$ cat src/design/port_drive_map.vh
// Register offsets, bit masks and reset values for the port drive block
`ifndef PORT_DRIVE_MAP_VH
`define PORT_DRIVE_MAP_VH

`define OFS_A_OE_STATUS      8'h0c
`define OFS_B_OE_STATUS      8'h0d
`define OFS_C_DRIVE_SELECT   8'h16
`define OFS_D_DRIVE_SELECT   8'h17
`define OFS_C_OE_STATUS      8'h1a
`define OFS_D_OE_STATUS      8'h1b
`define OFS_PORT_CONFIG      8'h20
`define OFS_PORT_DIRECTION_A 8'h24
`define OFS_PORT_DIRECTION_B 8'h25
`define OFS_PORT_DIRECTION_C 8'h26
`define OFS_PORT_DIRECTION_D 8'h27

`define MASK_C_PINS          8'h9c
`define MASK_D_PINS          8'h06
`define MASK_LOW_NIBBLE      8'h0f
`define MASK_HIGH_NIBBLE     8'hf0
`define DRIVE_RESET          8'h00
`define CONFIG_RESET         8'h00

`define CFG_STATUS_PAIR_BIT  0
`define CFG_REPEATER_BIT     1
`define CFG_CLOCK_IN_BIT     2
`define CFG_SELECT_IN_BIT    3

`endif

$ cat src/design/port_drive_and_output_enable.v
// Drive-type selection and output-enable readback for four I/O ports
`timescale 1ns/1ps
`include "port_drive_map.vh"

// Behaviour
// - Port C drive select: open drain bits
// - Port D drive select: slew bits 2,1
// - One selects alternative drive, zero push-pull
// - Drive select registers reset to zero
// - Port A/B enable-out, bit per pin
// - Port C/D enable-out, valid bits only
// - Enable-out one when driving, zero input
// - Enable-out reports final combined enable
// - Port A five pin modes
// - Port A slew low, open drain high
// - Port B modes, two macrocell banks
// - Port B slew low, open drain high
// - Port C modes on pins 2,3,4,7
// - Status/error pins enabled only together
// - Pin C3 shows ready/busy
// - Pin C4 shows backup supply switchover
// - Test-access pins never general I/O
// - Port D I/O, selects, direct input
// - Pin D1 clock for macrocells, power-down
module port_drive_and_output_enable (
  input  wire        mclk,
  input  wire        arst_n,
  input  wire [7:0]  addr,
  input  wire [7:0]  wdata,
  input  wire        wr_stb,
  input  wire        rd_stb,
  output reg  [7:0]  rdata,
  // Port A/B drive select lives elsewhere; applied here per pin capability
  input  wire [7:0]  port_a_drive_select,
  input  wire [7:0]  port_b_drive_select,
  // Per-port mode sources
  input  wire [7:0]  port_a_mode_reg,
  input  wire [7:0]  port_a_mode_addr,
  input  wire [7:0]  port_a_mode_cell,
  input  wire [7:0]  port_b_mode_reg,
  input  wire [7:0]  port_b_mode_addr,
  input  wire [7:0]  port_b_mode_cell,
  input  wire [7:0]  port_b_bank_sel,
  input  wire [7:0]  port_c_mode_reg,
  input  wire [7:0]  port_c_mode_cell,
  input  wire [7:0]  port_d_mode_reg,
  input  wire [7:0]  port_d_mode_select,
  // Data sources
  input  wire [7:0]  port_a_reg_out,
  input  wire [7:0]  port_b_reg_out,
  input  wire [7:0]  port_c_reg_out,
  input  wire [7:0]  port_d_reg_out,
  input  wire [7:0]  latched_addr_a,
  input  wire [7:0]  latched_addr_b,
  input  wire [7:0]  macrocell_bank_one_output,
  input  wire [7:0]  macrocell_bank_two_output,
  input  wire [7:0]  output_macrocell_oe_a,
  input  wire [7:0]  output_macrocell_oe_b,
  input  wire [7:0]  output_macrocell_oe_c,
  input  wire        external_select_one,
  input  wire        external_select_two,
  input  wire [7:0]  repeater_data_out,
  input  wire        repeater_active,
  input  wire        repeater_drive_out,
  input  wire        flash_ready,
  input  wire        sram_on_backup,
  // Pin inputs
  input  wire [7:0]  port_a_pin_in,
  input  wire [7:0]  port_b_pin_in,
  input  wire [7:0]  port_c_pin_in,
  input  wire [7:0]  port_d_pin_in,
  // Pin outputs, enables and drive types
  output reg  [7:0]  port_a_pin_out,
  output reg  [7:0]  port_a_pin_oe,
  output reg  [7:0]  port_a_open_drain,
  output reg  [7:0]  port_a_fast_slew,
  output reg  [7:0]  port_b_pin_out,
  output reg  [7:0]  port_b_pin_oe,
  output reg  [7:0]  port_b_open_drain,
  output reg  [7:0]  port_b_fast_slew,
  output reg  [7:0]  port_c_pin_out,
  output reg  [7:0]  port_c_pin_oe,
  output reg  [7:0]  port_c_open_drain,
  output reg  [7:0]  port_d_pin_out,
  output reg  [7:0]  port_d_pin_oe,
  output reg  [7:0]  port_d_fast_slew,
  // Inputs delivered to logic arrays and dedicated functions
  output reg  [7:0]  input_macrocell_a,
  output reg  [7:0]  input_macrocell_b,
  output reg  [7:0]  input_macrocell_c,
  output reg  [1:0]  logic_array_direct_in,
  output reg         output_macrocell_clock,
  output reg         auto_power_down_clock,
  output reg         memory_standby_force
);

  ////////////////////////////////////////////////////////////////////////////
  // Register storage

  reg  [7:0] c_drive_q;
  reg  [7:0] d_drive_q;
  reg  [7:0] config_q;
  reg  [7:0] dir_a_q;
  reg  [7:0] dir_b_q;
  reg  [7:0] dir_c_q;
  reg  [7:0] dir_d_q;

  reg  [7:0] oe_a_d;
  reg  [7:0] oe_b_d;
  reg  [7:0] oe_c_d;
  reg  [7:0] oe_d_d;
  reg  [7:0] out_a_d;
  reg  [7:0] out_b_d;
  reg  [7:0] out_c_d;
  reg  [7:0] out_d_d;
  reg  [7:0] rdata_d;

  wire status_pair_en = config_q[`CFG_STATUS_PAIR_BIT];
  wire repeater_en    = config_q[`CFG_REPEATER_BIT];
  wire clock_in_en    = config_q[`CFG_CLOCK_IN_BIT];
  wire select_in_en   = config_q[`CFG_SELECT_IN_BIT];

  ////////////////////////////////////////////////////////////////////////////
  // Pin capability decode

  // Port C pins with general modes; the others belong to the test port
  function c_general_pin;
    input integer idx;
    begin
      c_general_pin = ((`MASK_C_PINS >> idx) & 8'h01) != 8'h00;
    end
  endfunction

  // Port D pins that have a pad; bit 0 and bits 7..3 do not
  function d_present_pin;
    input integer idx;
    begin
      d_present_pin = ((`MASK_D_PINS >> idx) & 8'h01) != 8'h00;
    end
  endfunction

  // Writes to enable-out offsets fall through the case untouched
  always @(posedge mclk or negedge arst_n) begin
    if (!arst_n) begin
      c_drive_q <= `DRIVE_RESET;
      d_drive_q <= `DRIVE_RESET;
      config_q  <= `CONFIG_RESET;
      dir_a_q   <= 8'h00;
      dir_b_q   <= 8'h00;
      dir_c_q   <= 8'h00;
      dir_d_q   <= 8'h00;
    end else if (wr_stb) begin
      case (addr)
        `OFS_C_DRIVE_SELECT: begin
          c_drive_q <= wdata & `MASK_C_PINS;
        end
        `OFS_D_DRIVE_SELECT: begin
          d_drive_q <= wdata & `MASK_D_PINS;
        end
        `OFS_PORT_CONFIG: begin
          config_q  <= wdata & 8'h0f;
        end
        `OFS_PORT_DIRECTION_A: begin
          dir_a_q   <= wdata;
        end
        `OFS_PORT_DIRECTION_B: begin
          dir_b_q   <= wdata;
        end
        `OFS_PORT_DIRECTION_C: begin
          dir_c_q   <= wdata & `MASK_C_PINS;
        end
        `OFS_PORT_DIRECTION_D: begin
          dir_d_q   <= wdata & `MASK_D_PINS;
        end
        default: ;
      endcase
    end
  end

  ////////////////////////////////////////////////////////////////////////////
  // Per-pin data and output-enable muxing

  integer i;
  always @* begin
    for (i = 0; i < 8; i = i + 1) begin
      // Port A: repeater overrides every other mode on the whole port
      if (repeater_en) begin
        out_a_d[i] = repeater_data_out[i];
        oe_a_d[i]  = repeater_active & repeater_drive_out;
      end else if (port_a_mode_addr[i]) begin
        out_a_d[i] = latched_addr_a[i];
        oe_a_d[i]  = 1'b1;
      end else if (port_a_mode_cell[i]) begin
        out_a_d[i] = macrocell_bank_one_output[i];
        oe_a_d[i]  = output_macrocell_oe_a[i];
      end else if (port_a_mode_reg[i]) begin
        out_a_d[i] = port_a_reg_out[i];
        oe_a_d[i]  = dir_a_q[i];
      end else begin
        out_a_d[i] = 1'b0;
        oe_a_d[i]  = 1'b0;
      end
      // Port B: allocator picks one of two banks
      if (port_b_mode_addr[i]) begin
        out_b_d[i] = latched_addr_b[i];
        oe_b_d[i]  = 1'b1;
      end else if (port_b_mode_cell[i]) begin
        out_b_d[i] = port_b_bank_sel[i] ? macrocell_bank_two_output[i]
                                        : macrocell_bank_one_output[i];
        oe_b_d[i]  = output_macrocell_oe_b[i];
      end else if (port_b_mode_reg[i]) begin
        out_b_d[i] = port_b_reg_out[i];
        oe_b_d[i]  = dir_b_q[i];
      end else begin
        out_b_d[i] = 1'b0;
        oe_b_d[i]  = 1'b0;
      end
    end
    // Port C: general modes on pins 2,3,4,7 only
    for (i = 0; i < 8; i = i + 1) begin
      if (!c_general_pin(i)) begin
        out_c_d[i] = 1'b0;
        oe_c_d[i]  = 1'b0;
      end else if (port_c_mode_cell[i]) begin
        out_c_d[i] = macrocell_bank_two_output[i];
        oe_c_d[i]  = output_macrocell_oe_c[i];
      end else if (port_c_mode_reg[i]) begin
        out_c_d[i] = port_c_reg_out[i];
        oe_c_d[i]  = dir_c_q[i];
      end else begin
        out_c_d[i] = 1'b0;
        oe_c_d[i]  = 1'b0;
      end
    end
    // Status pair takes both pins together and shuts out other modes
    if (status_pair_en) begin
      out_c_d[3] = flash_ready;
      oe_c_d[3]  = 1'b1;
      out_c_d[4] = sram_on_backup;
      oe_c_d[4]  = 1'b1;
    end
    // Test-access pins are never driven from here
    out_c_d = out_c_d & `MASK_C_PINS;
    oe_c_d  = oe_c_d & `MASK_C_PINS;
    // Port D: pins 1 and 2 only
    out_d_d = 8'h00;
    oe_d_d  = 8'h00;
    for (i = 0; i < 8; i = i + 1) begin
      if (!d_present_pin(i)) begin
        out_d_d[i] = 1'b0;
        oe_d_d[i]  = 1'b0;
      end else if (port_d_mode_select[i]) begin
        out_d_d[i] = (i == 1) ? external_select_one : external_select_two;
        oe_d_d[i]  = 1'b1;
      end else if (port_d_mode_reg[i]) begin
        out_d_d[i] = port_d_reg_out[i];
        oe_d_d[i]  = dir_d_q[i];
      end
    end
    // Dedicated inputs force the pin undriven
    if (clock_in_en) oe_d_d[1] = 1'b0;
    if (select_in_en) oe_d_d[2] = 1'b0;
  end

  ////////////////////////////////////////////////////////////////////////////
  // Register read mux, one cycle latency

  // Registered pin enables are read, so a mode change shows two cycles late
  always @* begin
    case (addr)
      `OFS_A_OE_STATUS: begin
        rdata_d = port_a_pin_oe;
      end
      `OFS_B_OE_STATUS: begin
        rdata_d = port_b_pin_oe;
      end
      `OFS_C_OE_STATUS: begin
        rdata_d = port_c_pin_oe & `MASK_C_PINS;
      end
      `OFS_D_OE_STATUS: begin
        rdata_d = port_d_pin_oe & `MASK_D_PINS;
      end
      `OFS_C_DRIVE_SELECT: begin
        rdata_d = c_drive_q;
      end
      `OFS_D_DRIVE_SELECT: begin
        rdata_d = d_drive_q;
      end
      `OFS_PORT_CONFIG: begin
        rdata_d = config_q;
      end
      `OFS_PORT_DIRECTION_A: begin
        rdata_d = dir_a_q;
      end
      `OFS_PORT_DIRECTION_B: begin
        rdata_d = dir_b_q;
      end
      `OFS_PORT_DIRECTION_C: begin
        rdata_d = dir_c_q;
      end
      `OFS_PORT_DIRECTION_D: begin
        rdata_d = dir_d_q;
      end
      default: begin
        rdata_d = 8'h00;
      end
    endcase
  end

  ////////////////////////////////////////////////////////////////////////////
  // Output flops: pins, drive types, dedicated inputs

  always @(posedge mclk or negedge arst_n) begin
    if (!arst_n) begin
      rdata                  <= 8'h00;
      port_a_pin_out         <= 8'h00;
      port_a_pin_oe          <= 8'h00;
      port_a_open_drain      <= 8'h00;
      port_a_fast_slew       <= 8'h00;
      port_b_pin_out         <= 8'h00;
      port_b_pin_oe          <= 8'h00;
      port_b_open_drain      <= 8'h00;
      port_b_fast_slew       <= 8'h00;
      port_c_pin_out         <= 8'h00;
      port_c_pin_oe          <= 8'h00;
      port_c_open_drain      <= 8'h00;
      port_d_pin_out         <= 8'h00;
      port_d_pin_oe          <= 8'h00;
      port_d_fast_slew       <= 8'h00;
      input_macrocell_a      <= 8'h00;
      input_macrocell_b      <= 8'h00;
      input_macrocell_c      <= 8'h00;
      logic_array_direct_in  <= 2'b00;
      output_macrocell_clock <= 1'b0;
      auto_power_down_clock  <= 1'b0;
      memory_standby_force   <= 1'b0;
    end else begin
      // Idle bus reads zero so stale data never lingers
      if (rd_stb) begin
        rdata <= rdata_d;
      end else begin
        rdata <= 8'h00;
      end
      port_a_pin_out <= out_a_d;
      port_a_pin_oe  <= oe_a_d;
      port_b_pin_out <= out_b_d;
      port_b_pin_oe  <= oe_b_d;
      port_c_pin_out <= out_c_d;
      port_c_pin_oe  <= oe_c_d;
      port_d_pin_out <= out_d_d;
      port_d_pin_oe  <= oe_d_d;
      // Capability masking: a set bit without the option stays push-pull
      port_a_open_drain <= port_a_drive_select & `MASK_HIGH_NIBBLE;
      port_a_fast_slew  <= port_a_drive_select & `MASK_LOW_NIBBLE;
      port_b_open_drain <= port_b_drive_select & `MASK_HIGH_NIBBLE;
      port_b_fast_slew  <= port_b_drive_select & `MASK_LOW_NIBBLE;
      port_c_open_drain <= c_drive_q;
      port_d_fast_slew  <= d_drive_q;
      input_macrocell_a <= port_a_pin_in;
      input_macrocell_b <= port_b_pin_in;
      input_macrocell_c <= port_c_pin_in & `MASK_C_PINS;
      logic_array_direct_in  <= port_d_pin_in[2:1];
      output_macrocell_clock <= clock_in_en & port_d_pin_in[1];
      auto_power_down_clock  <= clock_in_en & port_d_pin_in[1];
      // Relies on the outside source holding the pin high for standby
      memory_standby_force   <= select_in_en & port_d_pin_in[2];
    end
  end

endmodule

$ cat config.mk
export PLATFORM = sky130hd
export DESIGN_NAME = port_drive_and_output_enable
export DESIGN_NICKNAME = d
export VERILOG_FILES = /design/src/design/port_drive_and_output_enable.v
export VERILOG_INCLUDE_DIRS = /design/src /design/src/design
export SDC_FILE = /design/constraint.sdc
export NUM_CORES = 1
export LEC_CHECK = 0
export BUFFER_PORTS_ARGS = -buffer_cell sky130_fd_sc_hd__buf_2
export CORE_AREA = 2 2 159 161
export DETAILED_ROUTE_END_ITERATION = 8
export DIE_AREA = 0 0 161 163
export PLACE_DENSITY = 0.54
export SLEW_MARGIN = 10
export SYNTH_ARGS = -nofsm -noshare
export SYNTH_HDL_FRONTEND = slang
export SYNTH_SLANG_ARGS = --single-unit
$ cat constraint.sdc
create_clock -name mclk -period 3.5 [get_ports mclk]
set_input_delay 1.05 -clock mclk [delete_from_list [all_inputs] [get_ports mclk]]
set_output_delay 1.05 -clock mclk [all_outputs]
set_load 0.03 [all_outputs]
==> flow_summary.toml, run 1 <==
[outcome]
status = "completed"

[synth]
syn_area_per_cell_um2 = 11.3
synth_flop_cell = "dfrtp_1"
synth-seq-area-share_pct = 56.5
postSynthCellCount = 509
yosysWarnings = 0
yosys_register_bits = 130
ys_types = 47
synth-edff-count = 0
synth.cell_area_mm2 = 0.00576
async_reset_ff_share_pct = 100

[floorplan]
die_x_um = 161
die_h_um = 163
std_cell_rows = 58
num_io_pins = 407
die_area_mm2 = 0.0262
start_util_pct = 23.4
core_mm2 = 0.0247

[timing]
period_share_pct = 68.6
rsz0062_at_grt = "false"
fin_setup_tns_ns = 0
max_freq_mhz = 416
fin_skew_ns = 0.0149
period_minus_slack_ns = 2.40
hold_violations = 0
slew_violations = 0
setup_viol = 0

[clocking]
root_buffer = "clkbuf_16"
cts_buffers = 17
cts_tree = "yes"
ctsResizeCount = 0
path_clk_slew_ns = 0.06
clock_sinks = 130
cts_setup_buffers = 0
h-tree-depth = 4
clock_path_buffers = 2
insertion_delay_ns = 0.41
hold_buffers = 0

[finish]
antenna_cells = 0
layout_commonest_cell = "buf_2"
fillerInstances = 2610
drive_above_1_share_pct = 47.9
multi_input_area_mm2 = 0.00214
synthToLayoutAreaGrowth_pct = 39.7
fin_nets = 1088
register_area_mm2 = 0.00325
final_cell_mix = "buf_2, dfrtp_1, nand2_1"
layout.cells.non_filler = 1173

[detailed_routing]
drc = 0
drt_pass1_iterations = 6
drt_wl_total_um = 18000
vias = 4868
antenna_left = 0
drt_iter0_markers = 187
routedWlPerCell_um = 15.4
via_per_inst = 4.15

[pwr]
p_leak_nw = 4.11
max-vdd-ir-drop_v = 0.000250
powerDensity_mw_per_mm2 = 486

[job]
drv_cap = 0

[grt]
grt_pass1_wl_um = 26300
grt_usage_pct = 13.5
grt_antenna_before_repair = 1
grt_pass1_vias = 4601
grt_overflow = 0
grt_start_max_net_pins = 63

[worst_setup_path]
worst-path-max-fanout = 18
worstSetupEndpointType = "flop"
start_kind = "input port"
crit_arrival_ns = 2.69
path_class = "in -> reg"
required_ns = 3.79

[worst_hold_path]
hold_path_class = "reg -> reg"

[placement]
hpwl_um = 14200
placement.io_buffers = 312
placedCellCount = 1141
globalplace.congestion = 0.753
## Yosys cell counts, types with 2 or more instances
cell | number | area [um2]
nand3_2 | 2 | 20.0
and2b_2 | 2 | 17.5
o21ai_0 | 39 | 195
mux2i_1 | 14 | 140
nor2_1 | 26 | 97.6
o22ai_1 | 2 | 12.5
and2_1 | 2 | 12.5
buf_6 | 4 | 45.0
a311oi_1 | 8 | 70.1
a22o_1 | 2 | 17.5
mux2_2 | 41 | 462
buf_4 | 53 | 398
clkbuf_1 | 4 | 15.0
mux2_4 | 2 | 30.0
a31oi_1 | 3 | 18.8
a21oi_1 | 42 | 210
nor3_1 | 4 | 20.0
inv_1 | 16 | 60.1
a32oi_1 | 2 | 17.5
a22oi_1 | 7 | 52.6
a211oi_1 | 8 | 60.1
dfrtp_1 | 130 | 3250
nand2_1 | 60 | 225
nand3b_1 | 8 | 60.1
nand3_1 | 5 | 25.0
buf_2 | 2 | 10.0
## flip-flops by register name, indices dropped and copies added (netlist names), 8 cells and up
register,cells
dir_a_q,8
dir_b_q,8
input_macrocell_a,8
input_macrocell_b,8
port_a_pin_oe,8
port_a_pin_out,8
port_b_pin_oe,8
port_b_pin_out,8
rdata,8
## cells by family after synthesis
group                  share of synthesized area, %
multiplexers                                   11.0
other                                        0.0651
flip-flops                                     56.5
AND/OR/NAND/NOR                                10.7
buffers and inverters                          9.51
AO/OA/AOI/OAI                                  12.1
XOR/XNOR                                      0.152
## through the flow
step           util (%)  worst slack (ns)  power, mW  cell area (um2)  hold WS [ns]
2_1_floorplan         -              1.16       2.01             5950         0.365
3_3_place_gp       30.3             0.679       2.25             7490         0.386
3_5_place_dp       30.3             0.609       2.26             7490         0.385
4_1_cts            32.6              1.06       3.99             8050         0.399
5_1_grt            32.6             0.991       4.11             8050         0.410
6_report           32.6              1.10       3.91             8050         0.394
## worst max-delay path, cell delays in order
cell and delay, ns:
buf_2 0.34, and2b_2 0.31, nand3_1 0.20, nor2_1 0.40, mux2_2 0.39
## path summary, 6_finish.rpt
check / startpoint / endpoint / slack, ns / depth (start not counted)
min: c_drive_q[4] / port_c_open_drain[4] / 0.39 / 0
max in group asynchronous: arst_n / dir_a_q[5] / 2.19 / 2
max: addr[1] / c_drive_q[4] / 1.10 / 5
min in group asynchronous: arst_n / input_macrocell_b[3] / 0.54 / 1
min reg2reg: c_drive_q[4] / port_c_open_drain[4] / 0.39 / 0
max reg2reg: config_q[1] / rdata[1] / 2.08 / 4
## layout make-up
class                      instances  area share, %
sequential                       130           40.4
multi-input combinational        348           26.6
timing repair buffer             317           20.1
clock buffer                      17           5.28
tap                              330           5.13
clock inverter                    15           1.69
inverter                          16          0.746
## per-layer routing
metal  wire length (um)  up-vias  track usage, %  part of all wire [%]
met3               1480       13            3.92                   8.2
met4                155        2            3.45                  0.86
met1               7430     2269            16.6                    41
met2               8940      244            23.2                    50
li1                   -     2340               -                     -
met5                 12        -               0                 0.067
## report_power, final
part           switching (mW)  internal, mW
Combinational           0.394         0.202
Sequential             0.0412          1.58
Clock                   0.755         0.939
Total                    1.19          2.72
Power figures use the tool's default switching activity.
==> inputs of run 2 (changes only) <==
==> constraint.sdc (replaced) <==
create_clock -name mclk -period 2.3 [get_ports mclk]
set_input_delay 0.69 -clock mclk [delete_from_list [all_inputs] [get_ports mclk]]
set_output_delay 0.69 -clock mclk [all_outputs]
set_load 0.03 [all_outputs]
==> run 2 against run 1 <==
Against the previous run:
- sequential power grew 52%
- final area grew 2.1%
- combinational power grew 55%
- die area is the same
- setup slack lost 0.61 ns
- sequential cell count is the same
- worst hold slack lost 0.20 ns
- via count grew 0.82%
- largest cell class unchanged
- highest routed layer unchanged
==> flow_summary.toml, run 2 (synthesis gave the netlist of run 1 again) <==
[timing]
rsz0062_at_grt = "false"
period_share_pct = 78.7
max_freq_mhz = 552
hold_violations = 0
fin_setup_tns_ns = 0
period_minus_slack_ns = 1.81
fin_ws_ns = 0.489
slew_violations = 0
fin_skew_ns = 0.0105
hold_slack_ns = 0.193
setup_viol = 0

[floorplan]
die_h_um = 163
num_io_pins = 407
core_mm2 = 0.0247
start_util_pct = 23.4
die_x_um = 161
std_cell_rows = 58
die_area_mm2 = 0.0262

[finish]
drive_above_1_share_pct = 48.7
fin_nets = 1101
register_area_mm2 = 0.00325
fin_util_pct = 33.3
layout.cells.non_filler = 1187
layout_commonest_cell = "buf_2"
final_cell_mix = "buf_2, dfrtp_1, nand2_1"
multi_input_area_mm2 = 0.00214
fillerInstances = 2557
synthToLayoutAreaGrowth_pct = 42.6

[grt]
grt_pass1_vias = 4761
grt-busiest-layer = "met2"
grt_usage_pct = 13.6
grt_overflow = 0
grt_antenna_before_repair = 2
grt_pass1_wl_um = 26500
grt_start_max_net_pins = 43
met1_usage_pct = 17.1
gr-usage-met3_pct = 3.31
use_met2_pct = 23.1

[detailed_routing]
antenna_left = 0
drt_iter0_markers = 165
vias = 4908
drt_pass1_iterations = 4
routedWlPerCell_um = 15.3
drc = 0
via_per_inst = 4.13
drt_wl_total_um = 18100

[clocking]
cts_buffers = 17
insertion_delay_ns = 0.42
clock_path_buffers = 2
cts_setup_buffers = 0
h-tree-depth = 4
clock_sinks = 130
ctsResizeCount = 0
root_buffer = "clkbuf_16"
hold_buffers = 0
path_clk_slew_ns = 0.06
cts_tree = "yes"

[placement]
placement.io_buffers = 312
placement.setup.worst_slack_ns = 0.0297
globalplace.congestion = 0.744
placedCellCount = 1154
hpwl_um = 14500

[pwr]
powerDensity_mw_per_mm2 = 750
p_leak_nw = 4.21
max-vdd-ir-drop_v = 0.000256

[worst_setup_path]
required_ns = 2.59
path_class = "in -> reg"
worst-path-max-fanout = 9
start_kind = "input port"
crit_arrival_ns = 2.10
worstSetupEndpointType = "flop"

[outcome]
status = "completed"

[job]
drv_cap = 0

[worst_hold_path]
hold_path_class = "in -> async"
==> run 2: cell types whose count changed in the layout (fill, tap and decap cells not counted) <==
cell,before,now
buf_4,4,15
inv_8,4,1
buf_12,1,3
bufinv_16,0,2
inv_6,5,7
clkbuf_8,0,1
clkinv_4,4,3
clkinvlp_4,1,0
diode_2,0,1
==> run 2: final timing paths <==
kind,start,to,slack (ns),cells past startpoint
min in group mclk,port_a_pin_in[7],input_macrocell_a[7],0.37,1
max in group asynchronous,arst_n,config_q[1],1.55,2
worst max register to register,config_q[1],port_a_pin_oe[4],0.97,2
worst min-delay path,arst_n,port_b_open_drain[4],0.19,1
worst min register to register,d_drive_q[2],port_d_fast_slew[2],0.40,0
worst max-delay path,addr[2],dir_a_q[1],0.49,5
==> run 2: cell type report <==
cell class,count,area share [%]
Sequential cell,130,39.6
Multi-Input combinational cell,348,26.1
Timing Repair Buffer,330,21.2
Clock buffer,18,5.34
Tap cell,330,5.03
Clock inverter,14,1.99
Inverter,16,0.731
Antenna cell,1,0.0305
==> run 2: per-stage QoR <==
stage	area, um2	power (mW)
finish	8220	6.16
global placement	7610	3.45
global route	8220	6.47
floorplan	5950	3.06
CTS	8210	6.28
detailed placement	7610	3.46
==> run 2: layer usage <==
layer	vias to the layer above	part of all wire [%]	wire (um)
met1	2278	43	7780
li1	2365	-	-
met5	-	0.066	12
met2	240	48	8700
met3	23	7.2	1310
met4	2	1.8	326
==> run 2: critical path, cell delays in order <==
cell	delay, ns
buf_2	0.18
nor2b_4	0.18
and4b_4	0.34
nand3_2	0.32
mux2_2	0.39
==> run 2: power by group <==
| group | leakage (nW) | internal, mW | switching [mW] |
|---|---|---|---|
| Combinational | 2.28 | 0.320 | 0.605 |
| Clock | 0.299 | 1.66 | 1.10 |
| Sequential | 1.62 | 2.41 | 0.0627 |
| Total | 4.21 | 4.39 | 1.77 |
